**config.mk**
```make
export PLATFORM = sky130hd
export DESIGN_NAME = rco_top
export DESIGN_NICKNAME = d
export VERILOG_FILES = /design/src/rtl/rco_pkg.sv /design/src/rtl/rco_sync.sv /design/src/rtl/rco_top.sv
export VERILOG_INCLUDE_DIRS = /design/src /design/src/rtl
export SDC_FILE = /design/constraint.sdc
export NUM_CORES = 1
export LEC_CHECK = 0
export ABC_AREA = 1
export BUFFER_PORTS_ARGS = -buffer_cell sky130_fd_sc_hd__clkbuf_2
export CAP_MARGIN = 20
export CELL_PAD_IN_SITES_DETAIL_PLACEMENT = 1
export CELL_PAD_IN_SITES_GLOBAL_PLACEMENT = 2
export CORE_ASPECT_RATIO = 0.8
export CORE_MARGIN = 2
export CORE_UTILIZATION = 28
export CTS_CLUSTER_SIZE = 40
export DETAILED_ROUTE_END_ITERATION = 8
export PLACE_DENSITY_LB_ADDON = 0.1
export SLEW_MARGIN = 20
export SYNTH_ARGS = -nofsm -noshare
export SYNTH_HDL_FRONTEND = slang
export SYNTH_HIERARCHICAL = 1
export SYNTH_SLANG_ARGS = --single-unit
```
**constraint.sdc**
```tcl
create_clock -name i_clk -period 4 [get_ports i_clk]
set_clock_uncertainty 0.2 [all_clocks]
set_input_delay 0.2 -clock i_clk [delete_from_list [all_inputs] [get_ports i_clk]]
set_output_delay 0.2 -clock i_clk [all_outputs]
set_load 0.05 [all_outputs]
```
**src/rtl/rco_cfg.svh**
```systemverilog
// Constants of the reference clock output block
`ifndef RCO_CFG_SVH
`define RCO_CFG_SVH

// Register indices; byte address is four times the index
`define RCO_CTRL_IDX    12'h895
`define RCO_SRC_IDX     12'h896
`define RCO_STAT_IDX    12'h897

// Reset values
`define RCO_CTRL_RST    8'h10
`define RCO_SRC_RST     4'h0

// Control field positions
`define RCO_EN_BIT      7
`define RCO_DC_HI       4
`define RCO_DC_LO       3
`define RCO_DIV_HI      2
`define RCO_DIV_LO      0
`define RCO_CTRL_WMASK  8'h9F

// Source field
`define RCO_SRC_HI      3
`define RCO_SRC_SYS     4'h0
`define RCO_SRC_LAST    4'hA
`define RCO_NUM_SRC     11

// Duty encodings
`define RCO_DC_0        2'h0
`define RCO_DC_25       2'h1
`define RCO_DC_50       2'h2
`define RCO_DC_75       2'h3

// Status bit positions
`define RCO_STAT_RUN    0
`define RCO_STAT_OUT    1
`define RCO_STAT_SLEEP  2

`endif

```
**src/rtl/rco_pkg.sv**
```systemverilog
// Types of the reference clock output block
package rco_pkg;

  typedef enum logic [2:0] {
    ST_OFF = 3'b001,
    ST_ARM = 3'b010,
    ST_RUN = 3'b100
  } rco_state_t;

  typedef logic [3:0] rco_src_t;
  typedef logic [1:0] rco_duty_t;
  typedef logic [2:0] rco_div_t;

endpackage

```
**src/rtl/rco_sync.sv**
```systemverilog
// Two-stage synchroniser for the source clock levels
`timescale 1ns/1ps
`include "rco_cfg.svh"
module rco_sync
  import rco_pkg::*;
(
  input  wire logic                    i_clk,
  input  wire logic                    i_nrst,
  input  wire logic [`RCO_NUM_SRC-1:0] i_d,
  output logic      [`RCO_NUM_SRC-1:0] o_q
);

  logic [`RCO_NUM_SRC-1:0] meta_q;

  // First stage feeds only the second stage
  always_ff @(posedge i_clk or negedge i_nrst) begin
    if (!i_nrst) begin
      meta_q <= '0;
      o_q    <= '0;
    end else begin
      meta_q <= i_d;
      o_q    <= meta_q;
    end
  end

endmodule // rco_sync

```
**src/rtl/rco_top.sv**
```systemverilog
// Reference clock output: source pick, divider, duty shaping, APB registers
//
// The APB interface to the registers was left to the implementer.
`timescale 1ns/1ps
`include "rco_cfg.svh"
module rco_top
  import rco_pkg::*;
(
  input  wire logic        i_clk,
  input  wire logic        i_nrst,
  input  wire logic        i_psel,
  input  wire logic        i_penable,
  input  wire logic        i_pwrite,
  input  wire logic [15:0] i_paddr,
  input  wire logic [31:0] i_pwdata,
  input  wire logic [3:0]  i_pstrb,
  output logic      [31:0] o_prdata,
  output logic             o_pready,
  output logic             o_pslverr,
  input  wire logic        i_sleep,
  input  wire logic        i_src_sys_clk,
  input  wire logic        i_src_fast_internal_osc,
  input  wire logic        i_src_slow_internal_osc,
  input  wire logic        i_src_medium_osc_500k,
  input  wire logic        i_src_medium_osc_32k,
  input  wire logic        i_src_secondary_osc,
  input  wire logic        i_src_numeric_osc_gen,
  input  wire logic [3:0]  i_src_logic_cell,
  output logic             o_ref_out_pin,
  output logic             o_ref_clk_int
);

  // Register state
  logic [7:0]  ctrl_q;
  rco_src_t    src_q;
  logic [31:0] prdata_q;

  // Divider state
  rco_state_t  state_q;
  rco_state_t  state_d;
  logic [7:0]  hp_q;
  logic [7:0]  hp_d;
  logic        out_q;
  logic        out_d;
  logic        lvl_q;
  logic        lvl_prev_q;

  logic [`RCO_NUM_SRC-1:0] src_raw;
  logic [`RCO_NUM_SRC-1:0] src_sync;

  logic        en;
  rco_duty_t   dc;
  rco_div_t    div;
  logic        src_ok;
  logic        sleep_stop;
  logic        allowed;
  logic        rise;
  logic        toggle;

  logic        apb_setup;
  logic        apb_access;
  logic        hit_ctrl;
  logic        hit_src;
  logic        hit_stat;
  logic        hit_any;

  // Byte address of a register index; upper and lane bits must be zero
  function automatic logic f_hit(input logic [15:0] addr, input logic [11:0] idx);
    f_hit = (addr[15:14] == 2'h0) && (addr[13:2] == idx) && (addr[1:0] == 2'h0);
  endfunction

  // Divisor from the divide code
  function automatic logic [7:0] f_divisor(input rco_div_t code);
    f_divisor = 8'h01 << code;
  endfunction

  // Last half-period index of one output period
  function automatic logic [7:0] f_last(input rco_div_t code);
    logic [8:0] twice;
    twice  = {f_divisor(code), 1'b0};
    f_last = 8'(twice - 9'h001);
  endfunction

  // Half-periods of high time per output period
  function automatic logic [7:0] f_thr(input rco_duty_t duty, input rco_div_t code);
    logic [7:0] d;
    d = f_divisor(code);
    if (duty == `RCO_DC_25) begin
      f_thr = d >> 1;
    end else if (duty == `RCO_DC_50) begin
      f_thr = d;
    end else if (duty == `RCO_DC_75) begin
      f_thr = 8'(d + (d >> 1));
    end else begin
      f_thr = 8'h00;
    end
  endfunction

  // Level of the chosen source; reserved codes give low
  function automatic logic f_pick(input logic [`RCO_NUM_SRC-1:0] v, input rco_src_t code);
    if (code <= `RCO_SRC_LAST) begin
      f_pick = v[code];
    end else begin
      f_pick = 1'b0;
    end
  endfunction

  // Sources arrive in their own clock domains
  assign src_raw = {i_src_logic_cell,
                    i_src_numeric_osc_gen,
                    i_src_secondary_osc,
                    i_src_medium_osc_32k,
                    i_src_medium_osc_500k,
                    i_src_slow_internal_osc,
                    i_src_fast_internal_osc,
                    i_src_sys_clk};

  rco_sync u_rco_sync (
    .i_clk  (i_clk),
    .i_nrst (i_nrst),
    .i_d    (src_raw),
    .o_q    (src_sync)
  );

  assign en         = ctrl_q[`RCO_EN_BIT];
  assign dc         = ctrl_q[`RCO_DC_HI:`RCO_DC_LO];
  assign div        = ctrl_q[`RCO_DIV_HI:`RCO_DIV_LO];
  assign src_ok     = (src_q <= `RCO_SRC_LAST);
  assign sleep_stop = i_sleep && (src_q == `RCO_SRC_SYS);
  assign allowed    = en && src_ok && !sleep_stop;
  assign rise       = lvl_q && !lvl_prev_q;
  assign toggle     = lvl_q ^ lvl_prev_q;

  // APB decode
  assign apb_setup  = i_psel && !i_penable;
  assign apb_access = i_psel && i_penable;
  assign hit_ctrl   = f_hit(i_paddr, `RCO_CTRL_IDX);
  assign hit_src    = f_hit(i_paddr, `RCO_SRC_IDX);
  assign hit_stat   = f_hit(i_paddr, `RCO_STAT_IDX);
  assign hit_any    = hit_ctrl || hit_src || hit_stat;

  // Zero wait states; error only on unmapped addresses
  assign o_pready   = 1'b1;
  assign o_pslverr  = apb_access && !hit_any;
  assign o_prdata   = prdata_q;

  // Control register
  always_ff @(posedge i_clk or negedge i_nrst) begin
    if (!i_nrst) begin
      ctrl_q <= `RCO_CTRL_RST;
    end else if (apb_access && i_pwrite && i_pstrb[0] && hit_ctrl) begin
      // Live changes of divide or duty are taken as written, glitches allowed
      ctrl_q <= i_pwdata[7:0] & `RCO_CTRL_WMASK;
    end
  end

  // Source select register
  always_ff @(posedge i_clk or negedge i_nrst) begin
    if (!i_nrst) begin
      src_q <= `RCO_SRC_RST;
    end else if (apb_access && i_pwrite && i_pstrb[0] && hit_src) begin
      src_q <= i_pwdata[`RCO_SRC_HI:0];
    end
  end

  // Read data captured in the setup cycle
  always_ff @(posedge i_clk or negedge i_nrst) begin
    if (!i_nrst) begin
      prdata_q <= 32'h0000_0000;
    end else if (apb_setup && !i_pwrite) begin
      if (hit_ctrl) begin
        prdata_q <= {24'h000000, ctrl_q};
      end else if (hit_src) begin
        prdata_q <= {28'h0000000, src_q};
      end else if (hit_stat) begin
        prdata_q <= {29'h0000000, sleep_stop, out_q, state_q == ST_RUN};
      end else begin
        prdata_q <= 32'h0000_0000;
      end
    end
  end

  // Selected level and its previous value for edge finding
  always_ff @(posedge i_clk or negedge i_nrst) begin
    if (!i_nrst) begin
      lvl_q      <= 1'b0;
      lvl_prev_q <= 1'b0;
    end else begin
      lvl_q      <= f_pick(src_sync, src_q);
      lvl_prev_q <= lvl_q;
    end
  end

  // Start waits for a source rising edge so the first pulse is whole
  always_comb begin
    state_d = state_q;
    case (state_q)
      ST_OFF: begin
        if (allowed) begin
          state_d = ST_ARM;
        end
      end
      ST_ARM: begin
        if (!allowed) begin
          state_d = ST_OFF;
        end else if (rise) begin
          state_d = ST_RUN;
        end
      end
      ST_RUN: begin
        if (!allowed) begin
          state_d = ST_OFF;
        end
      end
      default: begin
        state_d = ST_OFF;
      end
    endcase
  end

  always_ff @(posedge i_clk or negedge i_nrst) begin
    if (!i_nrst) begin
      state_q <= ST_OFF;
    end else begin
      state_q <= state_d;
    end
  end

  // Half-period counter over both source edges
  always_comb begin
    hp_d = hp_q;
    if (state_d != ST_RUN) begin
      hp_d = 8'h00;
    end else if (state_q != ST_RUN) begin
      hp_d = 8'h00;
    end else if (toggle) begin
      if (hp_q >= f_last(div)) begin
        hp_d = 8'h00;
      end else begin
        hp_d = 8'(hp_q + 8'h01);
      end
    end
  end

  always_ff @(posedge i_clk or negedge i_nrst) begin
    if (!i_nrst) begin
      hp_q <= 8'h00;
    end else begin
      hp_q <= hp_d;
    end
  end

  // Output shaping; leaving run forces low on the same edge
  always_comb begin
    if (state_d != ST_RUN) begin
      out_d = 1'b0;
    end else if (dc == `RCO_DC_0) begin
      out_d = 1'b0;
    end else if (div == 3'h0) begin
      out_d = lvl_q;
    end else begin
      out_d = (hp_d < f_thr(dc, div));
    end
  end

  always_ff @(posedge i_clk or negedge i_nrst) begin
    if (!i_nrst) begin
      out_q <= 1'b0;
    end else begin
      out_q <= out_d;
    end
  end

  // Pin and internal consumers share one flop
  assign o_ref_out_pin = out_q;
  assign o_ref_clk_int = out_q;
endmodule // rco_top

```
Word level (Yosys, flattened, before mapping)
Cells that the tools add are included.
Storage, ports and cells
  bits in registers: 78
  bits in latches: 0
  RAM bits: 0
  memory bits (read-only): 0
  input port bits: 69
  output and inout port bits: 36
  logic and storage cells: 84
  memories: 0
Cells by class
  $add $sub $neg: 3
  $mul: 0
  div/mod/pow operators: 0
  magnitude comparators: 4
  eq/ne operators: 11
  shift operators: 1
  muxes and demuxes: 24
  bitwise operators: 1
  reduce and logical (&&, ||, !) cells: 30
Operator list (number)
  $mux W8: 11
  $eq A12 B12 Y1 const B: 3
  $logic_and A1 B1 Y1: 18
  $mux W3: 5
  $pmux W3 S3: 1
  $add A8 B1 Y8 const B: 1
  $add A8 B7 Y8: 1
  $ge A8 B8 Y1: 1
  $lt A8 B8 Y1: 1
  $shl A1 B3 Y8 const A: 1
  $sub A8 B1 Y8 const B: 1
  $logic_not A2 Y1: 3
  $ne A3 B3 Y1 const B: 2
  $logic_not A1 Y1: 5
  $lt A4 B5 Y1 const B: 1
  $mux W1: 5
  $bmux W1 S4: 1
  $eq A2 B2 Y1 const B: 2
  $le A4 B4 Y1 const B: 1
  $logic_not A4 Y1: 1
  $mux W4: 1
  $eq A3 B1 Y1 const B: 1
  $eq A3 B2 Y1 const B: 1
  $eq A3 B3 Y1 const B: 1
  4 further kinds: 5

Logic depth before layout (Yosys ltp)
Gate-level depths: netlist of the first run.
  word-level depth: 12
  depth in mapped cells: 21
  gate-level depth less buffers: 21

Hierarchy
The synthesis of the first run kept the hierarchy.
By module, submodules not included
  rco_top: instances 1, cells each 334, area an instance 2439.8 um^2, sequential area each 753.2 um^2
  rco_sync: instances 1, cells each 22, area an instance 550.5 um^2, sequential area each 550.5 um^2

Worst setup path before layout of the first run
OpenSTA, ideal clock, no wires.
  kind: reg-to-reg
  start point: reg ctrl_q[2]
  end point: reg out_q, in the netlist o_ref_clk_int
  library setup time: 0.077 ns
  data arrival time: 2.685 ns
  required time: 3.723 ns
  slack: 1.038 ns
  cell stages (with the launch flop): 17
  path buffers: 0
  period minus slack after synthesis: 2.962 ns
  cell sequence: dfrtp_1 -> nand2_1 -> nor2_1 -> inv_1 -> ha_1 -> a21o_1 -> nor2_1 -> nand2_1 -> nand2_1 -> nand2_1 -> nor3b_1 -> ha_1 -> a21oi_1 -> nor2_1 -> a2111oi_0 -> nand2_1 -> a21oi_1
On the way
  elaborated cells on any way between the ends: 19
  those cells by class: add/sub (2); order compare (2); shift (1); mux (13); reduce/logical (1)
RTL lines
  start, declared: RTL line rco_top.sv:34  | logic [7:0] ctrl_q;
  start signal, assigned: RTL line rco_top.sv:150  | ctrl_q <= `RCO_CTRL_RST;
  start signal, assigned: RTL line rco_top.sv:153  | ctrl_q <= i_pwdata[7:0] & `RCO_CTRL_WMASK;
  $shl A1 B3 Y8: RTL line rco_top.sv:74  | f_divisor = 8'h01 << code;
  $sub A8 B1 Y8: RTL line rco_top.sv:81  | f_last = 8'(twice - 9'h001);
  $ge A8 B8 Y1: RTL line rco_top.sv:237  | if (hp_q >= f_last(div)) begin
  $mux W8: RTL line rco_top.sv:237
  $mux W8: RTL line rco_top.sv:236  | end else if (toggle) begin
  $mux W8: RTL line rco_top.sv:234  | end else if (state_q != ST_RUN) begin
  $mux W8: RTL line rco_top.sv:232  | if (state_d != ST_RUN) begin
  net hp_d[5]: RTL line rco_top.sv:42  | logic [7:0] hp_d;
  $lt A8 B8 Y1: RTL line rco_top.sv:262  | out_d = (hp_d < f_thr(dc, div));
  $mux W1: RTL line rco_top.sv:259  | end else if (div == 3'h0) begin
  $mux W1: RTL line rco_top.sv:257  | end else if (dc == `RCO_DC_0) begin
  $mux W1: RTL line rco_top.sv:255  | if (state_d != ST_RUN) begin
  net out_d: RTL line rco_top.sv:44  | logic out_d;
  end signal, assigned: RTL line rco_top.sv:270  | out_q <= out_d;
  end, declared: RTL line rco_top.sv:43  | logic out_q;
The timed path passes the listed nets, and every way through them passes these cells. The select of a mux whose other input is x is not followed.
A chain may end at the register's enable or synchronous reset.

Final worst setup path of the first run
Same ends and word-level chain as after synthesis.

==> results_dict.tcl, run 1 <==
set metrics [dict create \
    status "finished clean" \
    drt_iter0_drc 86 \
    netlist_area_um2 2990 \
    clock.fmax_mhz 288 \
    worstHoldPathCells 4 \
    grt_use_met1_pct 19.6 \
    synth-seq-cells 52 \
    vias 2415 \
    htreeDepth 2 \
    seq_area_frac_synth_pct 43.6 \
    worst_pin_slew_ps 727 \
    clock_latency_ps 300 \
    busiest_layer "met2" \
    drt_wl_total_um 7460 \
    multi_input_area_um2 1350 \
    final_nets 513 \
    ir_worst_vdd_mv 0.172 \
    finalPower_mw 1.17 \
    regArea_um2 1300 \
    grtUsageMet3_pct 3.11 \
    globalRouteOverflowTotal 0 \
    rsz0062_at_grt "false" \
    hp-class "in -> reg" \
    slowest_stage "dfrtp_1" \
    syn_inst 356 \
    r2r_setup_slack_ps 530 \
    cp_cell_sequence "nand2_1, nor2_1, inv_1, ha_1, a21o_1, nor2_1, nand2_1, nand2_1, nand2_1, nor3b_1, ha_1, a21oi_1, nor2_1, a2111oi_2, nand2_1, a21oi_1" \
    cp.required_ps 4020 \
    met2_usage_pct 23.1 \
    fp.dieArea_um2 11500 \
    start_kind "register" \
    grt_usage_pct 14.3 \
    grt_pass1_wl_um 12800 \
    die_h_um 96.4 \
    final-setup-viol-count 0 \
    fin_crit_sh_pct 86.8 \
    drv_cap 0 \
    arrival_ps 3500 \
    synth_warnings 6 \
    drt_first_pass_iters 4 \
    fin_tns_setup_ps 0 \
    max-slew-margin-rel_pct 51.2 \
    yosysTopAreaCellShare_pct 41.8 \
    fp.dieW_um 120 \
    avgRoutedWirePerCell_um 13.2 \
    slew_viol_final 0 \
    io_buffers 48 \
    crit_fanout 7 \
    start_util_pct 29.0 \
    avgSynthCellArea_um2 8.40 \
    synth.distinct_cells 42 \
    hold_violations 0 \
    cts.clk_slew.worst_paths_ps 70 \
    p_leak_nw 1.88 \
    grt_pass1_vias 2603 \
    cts_root_buf "clkbuf_16" \
    cts_made_buffers 5 \
    hpwlAfterDp_um 5900 \
    cts_tree "done" \
    ioPinCount 105 \
    cpMostUsedCell "nand2_1" \
    hold_start "i_pwrite" \
    worstSetupPathType "reg -> reg" \
    r2r-end "o_ref_clk_int" \
    post_cts_buffers 0 \
    coreArea_um2 10300 \
    rr_startpoint "ctrl_q[2]" \
    globalplace.congestion 0.752 \
    grt_max_degree 28 \
    antenna_cells 0 \
    cts_num_sinks 52 \
    slowest_delay_ps 480 \
    post-route-min-period_ps 3470 \
    area_growth_pct 21.4 \
    via_per_inst 4.26 \
    hold-path-endpoint "o_prdata[0]" \
    antenna_found_initial 0 \
    power_density_nw_per_um2 323 \
    drive_gt1_share_pct 17.1 \
    synth_top_area_cell "dfrtp_1" \
    worstRegToRegCells 16 \
    end_kind "register" \
    drc 0 \
    fillers 1249 \
    cts_buffer_depth 2 \
    critPathBufInv 1 \
    rows 33 \
    antenna_left 0 \
    crit_family "simple AND/OR/NAND/NOR gates" \
    synth_area_leaders "dfrtp_1 42%, buf_4 7.5%, ha_1 7.5%" \
]
how the worst max path moves through the flow:
stage                          from       endpoint  depth (start not counted)
final                     ctrl_q[2]  o_ref_clk_int                         16
after global routing      ctrl_q[1]  o_ref_clk_int                         19
after CTS                 ctrl_q[2]  o_ref_clk_int                         16
after detailed placement  ctrl_q[2]  o_ref_clk_int                         16
after global placement    ctrl_q[2]  o_ref_clk_int                         16
after floorplan           ctrl_q[2]  o_ref_clk_int                         16
stage by stage:
| stage | utilization [%] | std cells | cell area, um^2 | setup slack, ps | hold slack (ps) |
|---|---|---|---|---|---|
| after detailed placement | 31.9 | 541 | 3290 | 266 | 54.8 |
| after global routing | 35.2 | 567 | 3630 | 28.3 | 147 |
| after CTS | 35.1 | 567 | 3620 | 207 | 96.9 |
| after floorplan | - | 381 | 3080 | 1040 | -296 |
| after global placement | 31.9 | 541 | 3290 | 204 | 46.5 |
| final | 35.2 | 567 | 3630 | 527 | 106 |
metal layers:
| metal | vias up | wire length [um] |
|---|---|---|
| met5 | - | 0 |
| met4 | 0 | 76 |
| met3 | 7 | 316 |
| met2 | 51 | 3140 |
| met1 | 1116 | 3930 |
| li1 | 1241 | - |
cell type report:
type	count	area share, %
sequential	52	35.9
inverter	52	5.41
clock inverter	3	0.793
timing repair buffer	70	12.4
clock buffer	5	3.45
tap	140	4.83
multi-input combinational	245	37.2
flip-flops by register name, indices dropped and copies added, names as in the netlist:
register           flops
state_q                3
o_prdata               6
o_ref_clk_int          1
u_rco_sync/o_q        11
lvl_prev_q             1
u_rco_sync/meta_q     11
src_q                  4
ctrl_q                 6
lvl_q                  1
hp_q                   8
logic make-up after synthesis:
group,after synthesis,synth area share (%)
fa+ha+maj,18,7.53
simple gates,142,20.9
flops,52,43.6
mux,5,2.34
other cells,2,0.251
xor+xnor,3,0.879
compound gates,50,9.88
buf+inv,84,14.6
report_power, final:
part           total [mW]  switching, mW  internal (mW)
Clock               0.457          0.215          0.241
Sequential          0.556        0.00806          0.548
Combinational       0.160          0.117         0.0427
Total                1.17          0.340          0.832
cell usage after synthesis, drive strengths merged:
cell,n
dfrtp,50
xnor2,1
o22a,1
nor2,44
nor3,4
a21boi,1
and2,1
nand4,4
a2111oi,1
o31ai,2
dfstp,2
a22oi,2
xor2,2
or2,1
conb,2
nand3b,1
nand3,23
o22ai,3
o21a,1
o21bai,1
mux2,4
clkbuf,1
clkinv,2
buf,31
nor4,4
o21ai,14
a21o,1
a21oi,19
nor3b,3
o211ai,1
nand2,57
ha,18
o221ai,2
mux2i,1
inv,50
o2111ai,1
repair_timing:
action,4_1_cts,5_1_grt
hold buffers,18,0
hold endpoints to repair,47,0
endpoints found under the setup margin,0,1
resized for setup,0,2
tightest hold or removal path: cells and delay by family:
family	cells	cell delay [ps]
buffers and inverters	1	90
AND/OR/NAND/NOR	3	280
layout by cell type (no fill, tap or decap), drive strengths merged, types with 2 or more instances in the layout:
| cell type | synthesis | routed |
|---|---|---|
| nor3b | 3 | 3 |
| nor3 | 4 | 4 |
| clkbuf | 1 | 53 |
| buf | 31 | 4 |
| conb | 2 | 27 |
| o22ai | 3 | 3 |
| xor2 | 2 | 2 |
| ha | 18 | 18 |
| a21oi | 19 | 19 |
| nor4 | 4 | 4 |
| o21ai | 14 | 14 |
| nand3 | 23 | 23 |
| dlygate4sd3 | 0 | 18 |
| o221ai | 2 | 2 |
| clkinv | 2 | 2 |
| nor2 | 44 | 44 |
| a22oi | 2 | 2 |
| inv | 50 | 53 |
| dfrtp | 50 | 50 |
| nand4 | 4 | 4 |
| dfstp | 2 | 2 |
| o31ai | 2 | 2 |
| mux2 | 4 | 4 |
| nand2 | 57 | 57 |
No activity file was read; power rests on OpenSTA's default activity.
==> run 2, diff against run 1 <==
- CORE_ASPECT_RATIO: 0.8 -> 1.25
- CORE_MARGIN: 2 -> 3
- SYNTH_HIERARCHICAL: 1 -> default
==> run 2 against run 1 <==
Sequential share of layout area is 0.16 points higher; synthesized cell count up 0.28%; critical path depth rose by 3; design area fell by 0.45%; power grew 6.0%; flip-flop and latch count stayed put.
==> results_dict.tcl, run 2 <==
set metrics [dict create \
    synth.distinct_cells 38 \
    crit_fanout 7 \
    met2_usage_pct 24.9 \
    via_per_inst 4.43 \
    cts_num_sinks 52 \
    syn_inst 357 \
    start_kind "register" \
    globalRouteOverflowTotal 0 \
    globalplace.congestion 0.780 \
    r2r_setup_slack_ps 580 \
    ir_worst_vdd_mv 0.310 \
    drt_first_pass_iters 4 \
    start_util_pct 29.3 \
    netlist_area_um2 3020 \
    cts_buffer_depth 2 \
    rows 41 \
    dp_cells 528 \
    clock_latency_ps 290 \
    end_kind "register" \
    final_nets 511 \
    cts_resized 0 \
    clock.fmax_mhz 292 \
    grt_pass1_wl_um 12600 \
    max-slew-margin-rel_pct 57.5 \
    layout_common_cells "55 x nand2_1, 50 x dfrtp_1, 48 x nor2_1, 48 x clkbuf_2, 47 x inv_1" \
    synth_area_leaders "dfrtp_1 41%, ha_1 7.5%, buf_4 7.0%" \
    p_leak_nw 1.89 \
    post_cts_buffers 0 \
    finalPower_mw 1.24 \
    hold_ws_ps 90.6 \
    coreArea_um2 10300 \
    drt_wl_total_um 7360 \
    synth_edf_count 0 \
    antenna_left 0 \
    fillers 1237 \
    cts_tree "done" \
    rsz0062_at_grt "false" \
    area_growth_pct 19.7 \
    synth_warnings 0 \
    arrival_ps 3430 \
    fin_crit_sh_pct 85.6 \
    fp.dieW_um 98.9 \
    fin_tns_setup_ps 0 \
    antenna_found_initial 0 \
    status "finished clean" \
    drc 0 \
    drive_gt1_share_pct 17.2 \
    fp.dieArea_um2 12100 \
    ys.flop_type "dfrtp_1" \
    grt_usage_pct 13.2 \
    worstSetupPathType "reg -> reg" \
    cts_root_buf "clkbuf_16" \
    hpwlAfterDp_um 5920 \
    setup_slack_ps 577 \
    vias 2452 \
    hold_buffers 18 \
    antenna_cells 0 \
    grtUsageMet3_pct 1.43 \
    grt_use_met1_pct 15.3 \
    hold_violations 0 \
    grt_max_degree 43 \
    io_buffers 48 \
    place_ws_ps 541 \
    grt_pass1_vias 2593 \
    avgSynthCellArea_um2 8.46 \
    async_reset_ff_share_pct 100 \
    avgRoutedWirePerCell_um 13.3 \
    synth_commonest_cells "55 x nand2_1, 50 x dfrtp_1, 48 x nor2_1" \
    htreeDepth 2 \
    post-route-min-period_ps 3420 \
    fin_util_pct 35.0 \
    cts.clk_slew.worst_paths_ps 70 \
    finish.instance_area_um2 3610 \
    final-setup-viol-count 0 \
    layout_commonest_cell "nand2_1" \
    slew_viol_final 0 \
    busiest_layer "met2" \
    largest_registers "u_rco_sync.meta_q x11, u_rco_sync.o_q x11, hp_q x8" \
    cts_made_buffers 5 \
    ioPinCount 105 \
    power_density_nw_per_um2 344 \
    yosysTopAreaCellShare_pct 41.4 \
    worst_pin_slew_ps 633 \
    die_h_um 122 \
    hp-class "in -> reg" \
    cp.required_ps 4010 \
    synth_top_area_cell "dfrtp_1" \
    drv_cap 0 \
    synth-seq-cells 52 \
    yosysMostFrequentCell "nand2_1" \
    seq_area_frac_synth_pct 43.2 \
    dpl_cell_area_um2 3280 \
    finalNonFillerCells 554 \
    drt_iter0_drc 93 \
]
[run 2: logic make-up (layout without fill, tap and decap cells)]
family | Yosys count | count (layout) | share of synthesized area (%)
and+or+nand+nor | 156 | 156 | 23.5
other | 2 | 27 | 0.249
buffers and inverters | 82 | 125 | 14.5
DFF | 52 | 52 | 43.2
xor gates and xnor gates | 4 | 4 | 1.16
adders and majority gates | 18 | 18 | 7.46
muxes | 4 | 4 | 1.99
AOI/OAI and AO/OA | 39 | 39 | 7.96
[run 2: layer usage]
metal  vias to the layer above  share of wire (%)
met4                         0                1.7
met5                         -                  0
met2                        57                 53
met3                         8                3.6
met1                      1151                 42
li1                       1236                  -
[run 2: cell type report]
type                            count  area (um^2)  area share, %
Multi-Input combinational cell    248         1370           38.0
Clock buffer                        5          125           3.46
Inverter                           48          180           4.99
Sequential cell                    52         1300           36.1
Clock inverter                      3         28.8          0.796
Timing Repair Buffer               69          443           12.3
Tap cell                          129          161           4.47
[run 2: worst paths after layout]
| check | startpoint | endpoint | cells past startpoint |
|---|---|---|---|
| worst max register to register | ctrl_q[2] | o_ref_clk_int | 19 |
| min in group asynchronous | i_nrst | u_rco_sync.meta_q[2] | 2 |
| max in group asynchronous | i_nrst | state_q[0] | 3 |
| worst min-delay path | i_pwrite | o_prdata[2] | 4 |
| worst max-delay path | ctrl_q[2] | o_ref_clk_int | 19 |
| worst min register to register | u_rco_sync.meta_q[4] | u_rco_sync.o_q[4] | 0 |
[run 2: power breakdown]
part	switching, mW	internal (mW)	total (mW)
Sequential	0.0166	0.561	0.577
Clock	0.210	0.241	0.451
Combinational	0.159	0.0552	0.214
[run 2: critical path, cell delays in order (launching register included)]
cell	delay, ps
dfrtp_1	480
nand2_1	160
nor2_1	170
inv_1	80
ha_1	290
a21o_1	190
nor2_1	200
nand2_1	90
nand2_1	60
nand2_1	120
buf_4	190
nor3b_1	270
ha_1	300
nand2_1	70
inv_1	40
nand2_1	60
nand2_1	50
nand2_1	50
nand2_1	90
a21oi_1	190
==> run 3, diff against run 2 <==
- MAX_ROUTING_LAYER: default -> met4
==> run 3 against run 2 <==
Core utilization unchanged; die area unchanged; sequential power barely moved; sequential share of layout area unchanged.
==> results_dict.tcl, run 3 (synthesis results as in run 2) <==
set metrics [dict create \
    drc 0 \
    start_kind "register" \
    dp_cells 528 \
    sw_frac_of_total_pct 31.0 \
    largest_registers "u_rco_sync.meta_q x11, u_rco_sync.o_q x11, hp_q x8" \
    antenna_cells 0 \
    clock.fmax_mhz 292 \
    slew_viol_final 0 \
    layout_commonest_cell "nand2_1" \
    worst_pin_slew_ps 634 \
    hpwlAfterDp_um 5920 \
    start_util_pct 29.3 \
    p_comb_share_pct 17.2 \
    layout_common_cells "55 x nand2_1, 50 x dfrtp_1, 48 x nor2_1, 48 x clkbuf_2, 47 x inv_1" \
    cpMostUsedCell "nand2_1" \
    power_density_nw_per_um2 344 \
    end_kind "register" \
    antenna_left 0 \
    hp-class "in -> reg" \
    slowest_delay_ps 480 \
    grt_pass1_vias 2594 \
    fin_crit_sh_pct 85.6 \
    antenna_found_initial 0 \
    fillers 1237 \
    drive_gt1_share_pct 17.2 \
    final_nets 511 \
    cp_cell_sequence "nand2_1, nor2_1, inv_1, ha_1, a21o_1, nor2_1, nand2_1, nand2_1, nand2_1, buf_4, nor3b_1, ha_1, nand2_1, inv_1, nand2_1, nand2_1, nand2_1, nand2_1, a21oi_1" \
    grt_pass1_wl_um 12600 \
    switchingPower_uw 386 \
    area_growth_pct 19.7 \
    cts_buffer_depth 2 \
    arrival_ps 3430 \
    grt_usage_pct 13.6 \
    clock_latency_ps 290 \
    fp.dieW_um 98.9 \
    critPathBufInv 3 \
    post_cts_buffers 0 \
    clkPwrFrac_pct 36.3 \
    hold_violations 0 \
    via_per_inst 4.43 \
    slowest_stage "dfrtp_1" \
    cts_num_sinks 52 \
    post-route-min-period_ps 3420 \
    p_seq_share_pct 46.4 \
    p_leak_nw 1.89 \
    die_h_um 122 \
    htreeDepth 2 \
    ioPinCount 105 \
    io_buffers 48 \
    fin_tns_setup_ps 0 \
    cts_tree "done" \
    drt_iter0_drc 95 \
    r2r_setup_slack_ps 580 \
    avgRoutedWirePerCell_um 13.3 \
    rows 41 \
    finalNonFillerCells 554 \
    coreArea_um2 10300 \
    rsz0062_at_grt "false" \
    crit_family "simple AND/OR/NAND/NOR gates" \
    drt_first_pass_iters 4 \
    vias 2453 \
    fp.dieArea_um2 12100 \
    grt_max_degree 43 \
    crit_fanout 7 \
    cts.clk_slew.worst_paths_ps 70 \
    drt_wl_total_um 7360 \
    status "finished clean" \
    cts_resized 0 \
    globalRouteOverflowTotal 0 \
    cts_root_buf "clkbuf_16" \
    cp.required_ps 4010 \
    drv_cap 0 \
    ir_worst_vdd_mv 0.310 \
    globalplace.congestion 0.790 \
    worstSetupPathType "reg -> reg" \
    final-setup-viol-count 0 \
    cts_made_buffers 5 \
    p_int_uw 857 \
    max-slew-margin-rel_pct 57.4 \
]
==> run 3: stage by stage <==
step / utilization [%] / setup slack, ps / cell area, um^2 / hold slack, ps / power, mW
final: 35.0 / 577 / 3610 / 93.6 / 1.24
after detailed placement: 31.8 / 541 / 3280 / -123 / 0.792
after global routing: 35.0 / 134 / 3610 / 126 / 1.31
after floorplan: - / 1150 / 3110 / -296 / 0.754
after global placement: 31.8 / 613 / 3280 / -126 / 0.790
after CTS: 35.0 / 501 / 3610 / 94.8 / 1.27
==> run 3: tightest hold or removal path, cell delays in order <==
cell,delay [ps]
clkbuf_2,90
nor3_1,100
nand3_1,120
nand2_1,50
==> run 3: layout make-up <==
| cell class | count | area (um^2) | area share, % |
|---|---|---|---|
| clock buffer | 5 | 125 | 3.46 |
| clock inverter | 3 | 28.8 | 0.796 |
| inverter | 48 | 180 | 4.99 |
| multi-input combinational | 248 | 1370 | 38.0 |
| sequential | 52 | 1300 | 36.1 |
| tap | 129 | 161 | 4.47 |
| timing repair buffer | 69 | 443 | 12.3 |
==> run 3: final timing paths <==
kind	from	to	depth (start not counted)
worst min-delay path	i_pwrite	o_prdata[2]	4
worst max-delay path	ctrl_q[2]	o_ref_clk_int	19
max in group asynchronous	i_nrst	state_q[0]	3
worst max register to register	ctrl_q[2]	o_ref_clk_int	19
min in group asynchronous	i_nrst	u_rco_sync.meta_q[2]	2
worst min register to register	u_rco_sync.meta_q[4]	u_rco_sync.o_q[4]	0
==> run 3: power groups by stage <==
stage	Clock, mW	Sequential, mW	Combinational [mW]
2_1_floorplan	0	0.602	0.152
3_3_place_gp	0	0.589	0.201
3_5_place_dp	0	0.589	0.204
4_1_cts	0.473	0.578	0.218
5_1_grt	0.495	0.581	0.238
6_report	0.451	0.577	0.214
==> run 3: repair_timing <==
action / 4_1_cts / 5_1_grt
hold endpoints to repair: 31 / 0
hold buffers: 18 / 0
endpoints found under the setup margin: 0 / 0
==> run 3: routing by layer <==
layer  global-route usage [%]  up-vias  share of wire, %
met5                        -        -                 0
met4                     4.61        0               1.6
met3                     1.43        6               3.5
met2                     24.9       58                53
met1                     15.3     1153                42
li1                         -     1236                 -
